===== src/pkg/stm_params.svh =====
// constants for the standard timer: register offsets, field positions,
// reset values and code points.
// assumes inclusion by bare name from the timer package and design files.
`ifndef STM_PARAMS_SVH
`define STM_PARAMS_SVH

// ****************************************************************
// register byte offsets on the avalon slave
// ****************************************************************
`define STM_OFS_CTRL 8'h00
`define STM_OFS_CNT_LO 8'h04
`define STM_OFS_CNT_HI 8'h08
`define STM_OFS_COMPARE_REGISTER_A_LO 8'h0c
`define STM_OFS_COMPARE_REGISTER_A_HI 8'h10
`define STM_OFS_COMPARE_REGISTER_P 8'h14
`define STM_OFS_STAT 8'h18

// ****************************************************************
// widths, field positions and reset values
// ****************************************************************
`define STM_CNT_W 10
`define STM_COMPARE_REGISTER_P_W 3
`define STM_CTRL_W 10
`define STM_FLD_RUN 0
`define STM_STAT_A 0
`define STM_STAT_P 1
`define STM_CTRL_RST 10'h000
`define STM_CNT_RST 10'h000
`define STM_COMPARE_REGISTER_A_RST 10'h000
`define STM_COMPARE_REGISTER_P_RST 3'h0
`define STM_STAT_RST 2'h0

// ****************************************************************
// pin-function codes
// ****************************************************************
`define STM_FN_RISE 2'h0
`define STM_FN_FALL 2'h1
`define STM_FN_BOTH 2'h2
`define STM_FN_NONE 2'h3
`define STM_FN_PULSE 2'h3

`endif


===== src/pkg/stm_pkg.sv =====
// types shared by the standard timer design files.
// assumes stm_params.svh on the include path.
`include "stm_params.svh"

package stm_pkg;

  // ****************************************************************
  // operating modes, in mode-select code order 00, 01, 10, 11
  // ****************************************************************
  typedef enum logic [1:0] {
    STM_MODE_COMPARE,
    STM_MODE_CAPTURE,
    STM_MODE_PULSE,
    STM_MODE_TIMER
  } stm_mode_e;

  // ****************************************************************
  // control register layout, run bit at bit 0
  // ****************************************************************
  typedef struct packed {
    logic cap_pin_sel;
    logic duty_period_swap;
    logic counter_clear_select;
    logic output_polarity;
    logic output_initial_level;
    logic mode_select_hi;
    logic mode_select_lo;
    logic pin_function_hi;
    logic pin_function_lo;
    logic timer_run_bit;
  } stm_ctrl_s;

endpackage : stm_pkg


===== src/hw/stm_pin_edge.sv =====
// two-flop synchroniser and edge finder for asynchronous pins.
// assumes pins are asynchronous to clk_i; edges appear 2 edges after the pin.
`timescale 1ns/1ps

module stm_pin_edge #(
  parameter int N = 3
) (
  input wire logic clk_i,
  input wire logic reset_n_i,
  input wire logic [N-1:0] pin_i,
  output logic [N-1:0] rise_o,
  output logic [N-1:0] fall_o
);

  logic [N-1:0] meta_q;
  logic [N-1:0] sync_q;
  logic [N-1:0] prev_q;

  // first stage only feeds the second
  always_ff @(posedge clk_i) begin
    if (!reset_n_i) begin
      meta_q <= '0;
      sync_q <= '0;
      prev_q <= '0;
    end else begin
      meta_q <= pin_i;
      sync_q <= meta_q;
      prev_q <= sync_q;
    end
  end

  // edges compare only settled stages
  assign rise_o = sync_q & ~prev_q;
  assign fall_o = ~sync_q & prev_q;

endmodule : stm_pin_edge


===== src/hw/stm_match.sv =====
// comparators a and p of the standard timer.
// assumes counter and compare values from the same clock domain.
`timescale 1ns/1ps

module stm_match #(
  parameter int CW = 10,
  parameter int PW = 3
) (
  input wire logic [CW-1:0] cnt_i,
  input wire logic [CW-1:0] compare_register_a_i,
  input wire logic [PW-1:0] compare_register_p_i,
  output logic match_a_o,
  output logic match_p_o
);

  // full ten-bit equality for comparator a
  assign match_a_o = (cnt_i == compare_register_a_i);

  // upper bits against p; zero means the counter's top value
  always_comb begin
    if (compare_register_p_i == '0) begin
      match_p_o = (cnt_i == {CW{1'b1}}); // RULE18
    end else begin
      match_p_o = (cnt_i[CW-1 -: PW] == compare_register_p_i) && (cnt_i[CW-PW-1:0] == '0); // RULE24
    end
  end

endmodule : stm_match


===== src/hw/stm_timer.sv =====
// standard timer: single pulse and capture input modes, avalon-mm slave.
// assumes one clock, synchronous active-low reset, asynchronous pins.
//
// Notes on behaviour
// [RULE1] software selects single pulse with mode 10 and pin function 11
// [RULE2] run bit rising starts the pulse leading edge
// [RULE3] trigger pin edge sets run bit in single pulse mode
// [RULE4] run high starts counter and drives active pulse level
// [RULE5] pulse ends when run clears by software or comparator a
// [RULE6] comparator a match clears run, so compare_register_a sets pulse width
// [RULE7] comparator a match raises the a interrupt request
// [RULE8] single pulse counter zeroes only when run rises
// [RULE9] single pulse ignores compare_register_p, clear-select and swap bits
// [RULE10] software keeps pin function at 11 during single pulse
// [RULE11] software selects capture with mode 01
// [RULE12] capture source is one of two pins, edge chosen by pin function
// [RULE13] pin function 00 rising, 01 falling, 10 both
// [RULE14] capture counter starts when run rises
// [RULE15] active capture edge copies counter to compare_register_a and raises interrupt
// [RULE16] capture counter free-runs until run falls
// [RULE17] comparator p match zeroes counter and raises interrupt
// [RULE18] compare_register_p zero gives the full counter range
// [RULE19] pin function 11 disables capture but counter runs
// [RULE20] capture pin edges count even when pin drives as output
// [RULE21] capture ignores level, polarity, clear-select, swap; no output
// [RULE22] ten-bit counter, upper two bits readable apart
// [RULE23] compare_register_a is ten bits, low byte and two-bit high part
// [RULE24] comparator p matches upper three bits; zero means 1024 counts
//
// The address map and the Avalon-MM interface to the registers were left to the implementer.
`timescale 1ns/1ps
`include "stm_params.svh"

module stm_timer #(
  parameter int CW = `STM_CNT_W,
  parameter int PW = `STM_COMPARE_REGISTER_P_W
) (
  input wire logic clk_i,
  input wire logic reset_n_i,
  input wire logic [7:0] avs_address,
  input wire logic avs_read,
  input wire logic avs_write,
  input wire logic [3:0] avs_byteenable,
  input wire logic [31:0] avs_writedata,
  output logic [31:0] avs_readdata,
  output logic avs_waitrequest,
  input wire logic external_trigger_pin_i,
  input wire logic capture_pin_zero_i,
  input wire logic capture_pin_one_i,
  output logic pulse_o,
  output logic pulse_oe_o,
  output logic irq_a_o,
  output logic irq_p_o
);

  // ****************************************************************
  // declarations
  // ****************************************************************
  stm_pkg::stm_ctrl_s ctrl_q;
  stm_pkg::stm_mode_e mode;
  logic run_q;
  logic run_d;
  logic run_prev_q;
  logic run_rise;
  logic [CW-1:0] cnt_q;
  logic [CW-1:0] compare_register_a_q;
  logic [PW-1:0] compare_register_p_q;
  logic [1:0] stat_q;
  logic ack_q;
  logic [31:0] rdata_q;
  logic [31:0] rdata_d;
  logic wr_go;
  logic [2:0] rise;
  logic [2:0] fall;
  logic match_a;
  logic match_p;
  logic [1:0] pin_fn;
  logic sp_mode;
  logic cap_mode;
  logic sp_hit_a;
  logic cap_edge;
  logic cap_event;
  logic ovf_event;
  logic pulse_q;
  logic pulse_oe_q;
  logic irq_a_q;
  logic irq_p_q;
  stm_pkg::stm_ctrl_s ctrl_d;
  logic sp_mode_d;

  // ****************************************************************
  // pins and comparators
  // ****************************************************************
  // pin 0 trigger, pin 1 capture zero, pin 2 capture one
  stm_pin_edge #(
    .N(3)
  ) u_pins (
    .clk_i(clk_i),
    .reset_n_i(reset_n_i),
    .pin_i({capture_pin_one_i, capture_pin_zero_i, external_trigger_pin_i}),
    .rise_o(rise),
    .fall_o(fall)
  );

  stm_match #(
    .CW(CW),
    .PW(PW)
  ) u_match (
    .cnt_i(cnt_q),
    .compare_register_a_i(compare_register_a_q),
    .compare_register_p_i(compare_register_p_q),
    .match_a_o(match_a),
    .match_p_o(match_p)
  );

  // ****************************************************************
  // mode decode and events
  // ****************************************************************
  // software keeps mode and pin function legal; unused modes stay idle
  assign mode = stm_pkg::stm_mode_e'({ctrl_q.mode_select_hi, ctrl_q.mode_select_lo}); // RULE1 RULE11
  assign pin_fn = {ctrl_q.pin_function_hi, ctrl_q.pin_function_lo};
  assign sp_mode = (mode == stm_pkg::STM_MODE_PULSE) && (pin_fn == `STM_FN_PULSE); // RULE1 RULE10
  assign cap_mode = (mode == stm_pkg::STM_MODE_CAPTURE);
  assign run_rise = run_q && !run_prev_q;

  // compare a is skipped on the restart cycle, when cnt_q is still stale
  assign sp_hit_a = sp_mode && run_q && run_prev_q && match_a; // RULE6

  // pin selected by cap_pin_sel; direction of the pin is not looked at
  always_comb begin
    cap_edge = 1'b0;
    unique case (pin_fn) // RULE13
      `STM_FN_RISE: cap_edge = ctrl_q.cap_pin_sel ? rise[2] : rise[1]; // RULE12 RULE20
      `STM_FN_FALL: cap_edge = ctrl_q.cap_pin_sel ? fall[2] : fall[1]; // RULE12
      `STM_FN_BOTH: cap_edge = ctrl_q.cap_pin_sel ? (rise[2] | fall[2]) : (rise[1] | fall[1]);
      `STM_FN_NONE: cap_edge = 1'b0; // RULE19
    endcase
  end

  assign cap_event = cap_mode && run_q && cap_edge;
  // clear-select and swap bits are never read by either mode
  assign ovf_event = cap_mode && run_q && run_prev_q && match_p; // RULE17 RULE9 RULE21

  // ****************************************************************
  // avalon slave handshake
  // ****************************************************************
  // one wait cycle per access; data is registered on the first cycle
  assign avs_waitrequest = (avs_read || avs_write) && !ack_q;
  assign wr_go = avs_write && ack_q;
  assign avs_readdata = rdata_q;

  always_ff @(posedge clk_i) begin
    if (!reset_n_i) begin
      ack_q <= 1'b0;
    end else begin
      ack_q <= (avs_read || avs_write) && !ack_q;
    end
  end

  // read mux; unmapped offsets read as zero
  always_comb begin
    rdata_d = 32'h0000_0000;
    unique case (avs_address)
      `STM_OFS_CTRL: rdata_d[`STM_CTRL_W-1:0] = {ctrl_q[`STM_CTRL_W-1:1], run_q};
      `STM_OFS_CNT_LO: rdata_d[7:0] = cnt_q[7:0];
      `STM_OFS_CNT_HI: rdata_d[CW-9:0] = cnt_q[CW-1:8]; // RULE22
      `STM_OFS_COMPARE_REGISTER_A_LO: rdata_d[7:0] = compare_register_a_q[7:0];
      `STM_OFS_COMPARE_REGISTER_A_HI: rdata_d[CW-9:0] = compare_register_a_q[CW-1:8]; // RULE23
      `STM_OFS_COMPARE_REGISTER_P: rdata_d[PW-1:0] = compare_register_p_q;
      `STM_OFS_STAT: rdata_d[1:0] = stat_q;
      default: rdata_d = 32'h0000_0000;
    endcase
  end

  always_ff @(posedge clk_i) begin
    if (!reset_n_i) begin
      rdata_q <= 32'h0000_0000;
    end else if (avs_read && !ack_q) begin
      rdata_q <= rdata_d;
    end
  end

  // ****************************************************************
  // control register (run bit held apart)
  // ****************************************************************
  always_ff @(posedge clk_i) begin
    if (!reset_n_i) begin
      ctrl_q <= `STM_CTRL_RST;
    end else if (wr_go && avs_address == `STM_OFS_CTRL) begin
      if (avs_byteenable[0]) begin
        ctrl_q[7:1] <= avs_writedata[7:1];
      end
      if (avs_byteenable[1]) begin
        ctrl_q[`STM_CTRL_W-1:8] <= avs_writedata[`STM_CTRL_W-1:8];
      end
    end
  end

  // later lines win: software, then compare-a clear, then pin trigger
  always_comb begin
    run_d = run_q;
    if (wr_go && avs_address == `STM_OFS_CTRL && avs_byteenable[0]) begin
      run_d = avs_writedata[`STM_FLD_RUN]; // RULE5
    end
    if (sp_hit_a) begin
      run_d = 1'b0; // RULE6 RULE5
    end
    if (sp_mode && rise[0]) begin
      run_d = 1'b1; // RULE3
    end
  end

  always_ff @(posedge clk_i) begin
    if (!reset_n_i) begin
      run_q <= 1'b0;
      run_prev_q <= 1'b0;
    end else begin
      run_q <= run_d;
      run_prev_q <= run_q;
    end
  end

  // ****************************************************************
  // counter
  // ****************************************************************
  // stops holding its value when run falls; zeroes on restart and on a capture-mode p match
  always_ff @(posedge clk_i) begin
    if (!reset_n_i) begin
      cnt_q <= `STM_CNT_RST;
    end else if (run_rise) begin
      cnt_q <= '0; // RULE8 RULE14 RULE4
    end else if (run_q && ovf_event) begin
      cnt_q <= '0; // RULE17
    end else if (run_q && (sp_mode || cap_mode)) begin
      cnt_q <= cnt_q + CW'(1); // RULE16 RULE4
    end
  end

  // ****************************************************************
  // compare registers
  // ****************************************************************
  // a capture wins over a software write in the same cycle
  always_ff @(posedge clk_i) begin
    if (!reset_n_i) begin
      compare_register_a_q <= `STM_COMPARE_REGISTER_A_RST;
    end else if (cap_event) begin
      compare_register_a_q <= cnt_q; // RULE15
    end else if (wr_go && avs_byteenable[0]) begin
      if (avs_address == `STM_OFS_COMPARE_REGISTER_A_LO) begin
        compare_register_a_q[7:0] <= avs_writedata[7:0];
      end
      if (avs_address == `STM_OFS_COMPARE_REGISTER_A_HI) begin
        compare_register_a_q[CW-1:8] <= avs_writedata[CW-9:0]; // RULE23
      end
    end
  end

  always_ff @(posedge clk_i) begin
    if (!reset_n_i) begin
      compare_register_p_q <= `STM_COMPARE_REGISTER_P_RST;
    end else if (wr_go && avs_byteenable[0] && avs_address == `STM_OFS_COMPARE_REGISTER_P) begin
      compare_register_p_q <= avs_writedata[PW-1:0];
    end
  end

  // ****************************************************************
  // event flags and request pulses
  // ****************************************************************
  // sticky, write one to clear; a new event beats the clear
  always_ff @(posedge clk_i) begin
    if (!reset_n_i) begin
      stat_q <= `STM_STAT_RST;
    end else begin
      if (wr_go && avs_byteenable[0] && avs_address == `STM_OFS_STAT) begin
        stat_q <= stat_q & ~avs_writedata[1:0];
      end
      if (sp_hit_a || cap_event) begin
        stat_q[`STM_STAT_A] <= 1'b1; // RULE7 RULE15
      end
      if (ovf_event) begin
        stat_q[`STM_STAT_P] <= 1'b1; // RULE17
      end
    end
  end

  always_ff @(posedge clk_i) begin
    if (!reset_n_i) begin
      irq_a_q <= 1'b0;
      irq_p_q <= 1'b0;
    end else begin
      irq_a_q <= sp_hit_a || cap_event; // RULE7 RULE15
      irq_p_q <= ovf_event; // RULE17
    end
  end

  assign irq_a_o = irq_a_q;
  assign irq_p_o = irq_p_q;

  // ****************************************************************
  // pulse output
  // ****************************************************************
  // next lane-0 control value, so one write that picks single pulse and sets run starts the pin at once
  always_comb begin
    ctrl_d = ctrl_q;
    if (wr_go && avs_address == `STM_OFS_CTRL && avs_byteenable[0]) begin
      ctrl_d[7:1] = avs_writedata[7:1];
    end
  end
  assign sp_mode_d = (stm_pkg::stm_mode_e'({ctrl_d.mode_select_hi, ctrl_d.mode_select_lo}) == stm_pkg::STM_MODE_PULSE)
    && ({ctrl_d.pin_function_hi, ctrl_d.pin_function_lo} == `STM_FN_PULSE); // RULE1

  // follows run_d so the pin edge lines up with run_q
  // capture and idle modes release the pin
  always_ff @(posedge clk_i) begin
    if (!reset_n_i) begin
      pulse_q <= 1'b0;
      pulse_oe_q <= 1'b0;
    end else begin
      pulse_q <= sp_mode_d && (run_d ^ ctrl_d.output_polarity); // RULE2 RULE4 RULE5
      pulse_oe_q <= sp_mode_d; // RULE21
    end
  end

  assign pulse_o = pulse_q;
  assign pulse_oe_o = pulse_oe_q;

endmodule : stm_timer


===== config.mk =====
export PLATFORM = sky130hd
export DESIGN_NAME = stm_timer
export DESIGN_NICKNAME = d
export VERILOG_FILES = /design/src/pkg/stm_pkg.sv /design/src/hw/stm_pin_edge.sv /design/src/hw/stm_match.sv /design/src/hw/stm_timer.sv
export VERILOG_INCLUDE_DIRS = /design/src /design/src/pkg
export SDC_FILE = /design/constraint.sdc
export NUM_CORES = 1
export LEC_CHECK = 0
export ABC_AREA = 0
export BUFFER_PORTS_ARGS = -buffer_cell sky130_fd_sc_hd__buf_2
export CAP_MARGIN = 20
export CORE_MARGIN = 2
export CORE_UTILIZATION = 55
export CTS_BUF_LIST = sky130_fd_sc_hd__clkbuf_2 sky130_fd_sc_hd__clkbuf_4 sky130_fd_sc_hd__clkbuf_8
export DETAILED_ROUTE_END_ITERATION = 16
export HOLD_SLACK_MARGIN = 0.1
export PLACE_DENSITY = 0.89
export SYNTH_ARGS = -nofsm -noshare
export SYNTH_HDL_FRONTEND = slang
export SYNTH_SLANG_ARGS = --single-unit

===== constraint.sdc =====
create_clock -name clk_i -period 2.57 [get_ports clk_i]
set_input_delay 0.257 -clock clk_i [delete_from_list [all_inputs] [get_ports clk_i]]
set_output_delay 0.257 -clock clk_i [all_outputs]
set_load 0.1 [all_outputs]

==> summary.md <==
| Metric | Value |
|---|---|
| Mapped Area | `3260 µm²` |
| Nets | `459` |
| Min Hold Slack | `0.126 ns` |
| # IOs | `88` |
| Met3 usage in global routing | `4.44%` |
| Leading area contributor after synthesis | `dfxtp_1` |
| CP Buf/Inv Count | `2` |
| Vias per inst | `5.64` |
| Residual DRC count | `0` |
| GR peak layer | `met2` |
| Synth cell types | `49` |
| RSZ-0062 raised after global routing | `no` |
| Vias in the first global route | `2439` |
| Met2 Use GR | `37.7%` |
| Slowest cell on the critical path | `dfxtp_1` |
| ANT cells | `0` |
| Worst skew pair latency | `0.34 ns` |
| Clock-pin slew on the worst setup and hold paths | `0.07 ns` |
| Vias post-DR | `2711` |
| Post-route design area | `3630 µm²` |
| Initial DRC Count | `175` |
| Fin crit share | `78.3%` |
| Synthesis-to-finish area growth | `11.1%` |
| Core area | `5820 µm²` |
| Flops & latches, synth | `60` |
| Setup_tns | `0 ns` |
| Die Y | `81.0 µm` |
| Slowest cell delay on critical path | `0.34 ns` |
| Final GP Congestion | `0.933` |
| Worst hold stages | `2` |
| Critical path arrival | `2.23 ns` |
| Post-route ant nets | `0` |
| Largest net degree at the start of global routing | `38` |
| Hold Vio Cnt, Final | `0` |
| Root buffer cell | `clkbuf_8` |
| Hold_buf cts | `0` |
| Count of cells resized by post-cts repair | `0` |
| Cell Rows | `28` |
| Num CTS Buffers | `9` |
| Area after DPL | `3450 µm²` |
| Synth warn | `0` |
| Maximum root-to-sink buffer count | `2` |
| Leak pwr | `1.70 nW` |
| Max Slew Vio Count | `0` |
| Syn Area/Cell | `8.92 µm²` |
| Yosys top cell area share | `36.8%` |
| Type of the worst setup path | `reg -> reg` |
| DPL Wire Length | `5290 µm` |
| Status | `complete, no violations` |
| HP Class | `in -> reg` |
| Power per cell area | `539 nW/µm²` |
| Async SR Flop Fraction | `0%` |
| Initial Util | `56.1%` |
| Worst Setup End Kind | `register` |
| Max-cap viol count | `0` |
| Synth top area cells | `dfxtp_1 (37%), mux2i_1 (7.7%), buf_4 (5.1%)` |
| Top FF cell, synth | `dfxtp_1` |
| Die Span X | `81.0 µm` |
| H-tree lvl count | `3` |
| Overall Global Routing Usage | `23.1%` |
| R2r startpoint | `u_pins.prev_q[2]` |
| First-pass DRT Iterations | `4` |
| Total Wirelength | `7260 µm` |
| Final min period | `2.01 ns` |
| Worst Tran Pin Value | `0.531 ns` |
| Achievable Freq | `497 MHz` |
| Setup Skew | `0.0168 ns` |
| I/O Buffers | `41` |
| Fin util | `62.4%` |
| Worst reg2reg endpoint | `compare_register_a_q[6]` |
| Met1 Resource Use GR | `29.9%` |
| Worst Setup Start Kind | `register` |
| Worst path cell trace | `inv_1 > ha_1 > mux2_2 > o311a_1 > o21ai_1 > buf_4 > nand2_1 > o211a_1` |
| Data required, critical path | `2.79 ns` |
| Worst min-delay path startpoint | `capture_pin_one_i` |
| Antenna violations before repair | `0` |
| Max VDD drop | `329 µV` |
| Setup ws final | `0.557 ns` |
| Final setup violating endpoints | `0` |
| Share of cells above drive strength 1 | `19.2%` |
| Grt ovf | `0` |
| Pre-CTS setup slack | `0.356 ns` |
| # clock sinks | `60` |
| Worst hold path endpoint | `u_pins.meta_q[2]` |
| Post-CTS Setup Bufs | `0` |
| R2r worst-path depth | `8` |
| First-pass GRT wire length | `11700 µm` |
| TritonCTS clock tree | `done` |
| Die area | `6570 µm²` |
| Crit-path max FO | `11` |
| CP delay by family, top | `compound AO/OA/AOI/OAI gates` |
| Post-synthesis sequential area ratio | `36.8%` |
| FF-to-FF setup slack | `0.56 ns` |
| Syn Inst Count | `366` |
| Slew headroom | `64.5%` |
| DR WL/cell | `15.1 µm` |
| Post-synth EDFFs | `0` |
cells in the mapped netlist (all sizes together) (3+ instances only):
| cell | number |
|---|---|
| clkbuf | 21 |
| and2 | 20 |
| a22oi | 7 |
| xnor2 | 7 |
| and4 | 3 |
| ha | 6 |
| nand4 | 7 |
| a21oi | 10 |
| nor2b | 19 |
| a31oi | 4 |
| mux2 | 9 |
| xor2 | 14 |
| nor2 | 8 |
| inv | 12 |
| nand2 | 26 |
| o21a | 3 |
| o211a | 9 |
| mux2i | 25 |
| buf | 25 |
| dfxtp | 60 |
| o21ai | 13 |
| nor4 | 4 |
| and3 | 4 |
| nor3 | 15 |
| nand3 | 12 |
worst max path at each step:
| stage | startpoint | end | slack (ns) | cells past startpoint |
|---|---|---|---|---|
| after floorplan | avs_address[0] | pulse_o | 0.62 | 6 |
| after global placement | avs_address[0] | pulse_o | 0.39 | 7 |
| after detailed placement | avs_address[0] | pulse_o | 0.36 | 7 |
| after CTS | u_pins.prev_q[2] | compare_register_a_q[6] | 0.57 | 8 |
| after global routing | u_pins.prev_q[1] | compare_register_a_q[0] | 0.45 | 8 |
| final | u_pins.prev_q[2] | compare_register_a_q[6] | 0.56 | 8 |
layer usage:
layer	part of all wire, %	up-vias
met4	1.8	0
met2	48	122
met5	0	-
met1	43	1262
met3	7.4	15
li1	-	1312
flip-flops by register name (all words and copies together), names as in the netlist:
name	flops
pulse_o	1
ack_q	1
run_prev_q	1
run_q	1
compare_register_p_q	3
cnt_q	10
u_pins.sync_q	3
irq_p_o	1
irq_a_o	1
ctrl_q	7
compare_register_a_q	10
avs_readdata	10
u_pins.meta_q	3
pulse_oe_o	1
ctrl_d	2
stat_q	2
u_pins.prev_q	3
kinds of logic (layout without fill, tap and decap cells):
group / Yosys count / after routing / synth area share, %
and+or+nand+nor: 128 / 128 / 22.2
DFF: 60 / 60 / 36.8
AOI/OAI and AO/OA: 58 / 58 / 12.3
buffers and inverters: 58 / 77 / 9.70
muxes: 34 / 34 / 10.9
xor gates and xnor gates: 21 / 21 / 5.63
adders and majority gates: 6 / 6 / 2.30
other: 1 / 22 / 0.115
final cells by class:
cell class | count | area, µm²
inverter | 12 | 45.0
clock inverter | 2 | 10.0
sequential | 60 | 1200
fill | 515 | 2190
tap | 75 | 93.8
clock buffer | 13 | 166
timing repair buffer | 50 | 285
multi-input combinational | 269 | 1830
layout by cell type (no fill, tap or decap), types with 6 or more instances in the layout:
cell,count
xnor2_1,7
a21oi_1,10
nand4_1,7
dfxtp_1,60
o211a_1,9
o21ai_0,12
conb_1,22
mux2i_1,25
inv_1,12
buf_2,41
and2_1,20
nand3_1,12
a22oi_1,7
nor2b_1,19
buf_4,8
nand2_1,26
nor2_1,8
ha_1,6
nor3_1,14
clkbuf_8,11
mux2_2,8
xor2_1,14
stage by stage:
| stage | instances | power (W) |
|---|---|---|
| 2_1_floorplan | 387 | 0.00119 |
| 3_3_place_gp | 466 | 0.00121 |
| 3_5_place_dp | 466 | 0.00121 |
| 4_1_cts | 481 | 0.00196 |
| 5_1_grt | 481 | 0.00202 |
| 6_report | 481 | 0.00195 |
power breakdown:
group          switching (W)  internal (W)
sequential        0.00000380      0.000937
clock               0.000344      0.000416
combinational       0.000213     0.0000399
total               0.000561       0.00139
No activity file was read; power rests on OpenSTA's default activity.
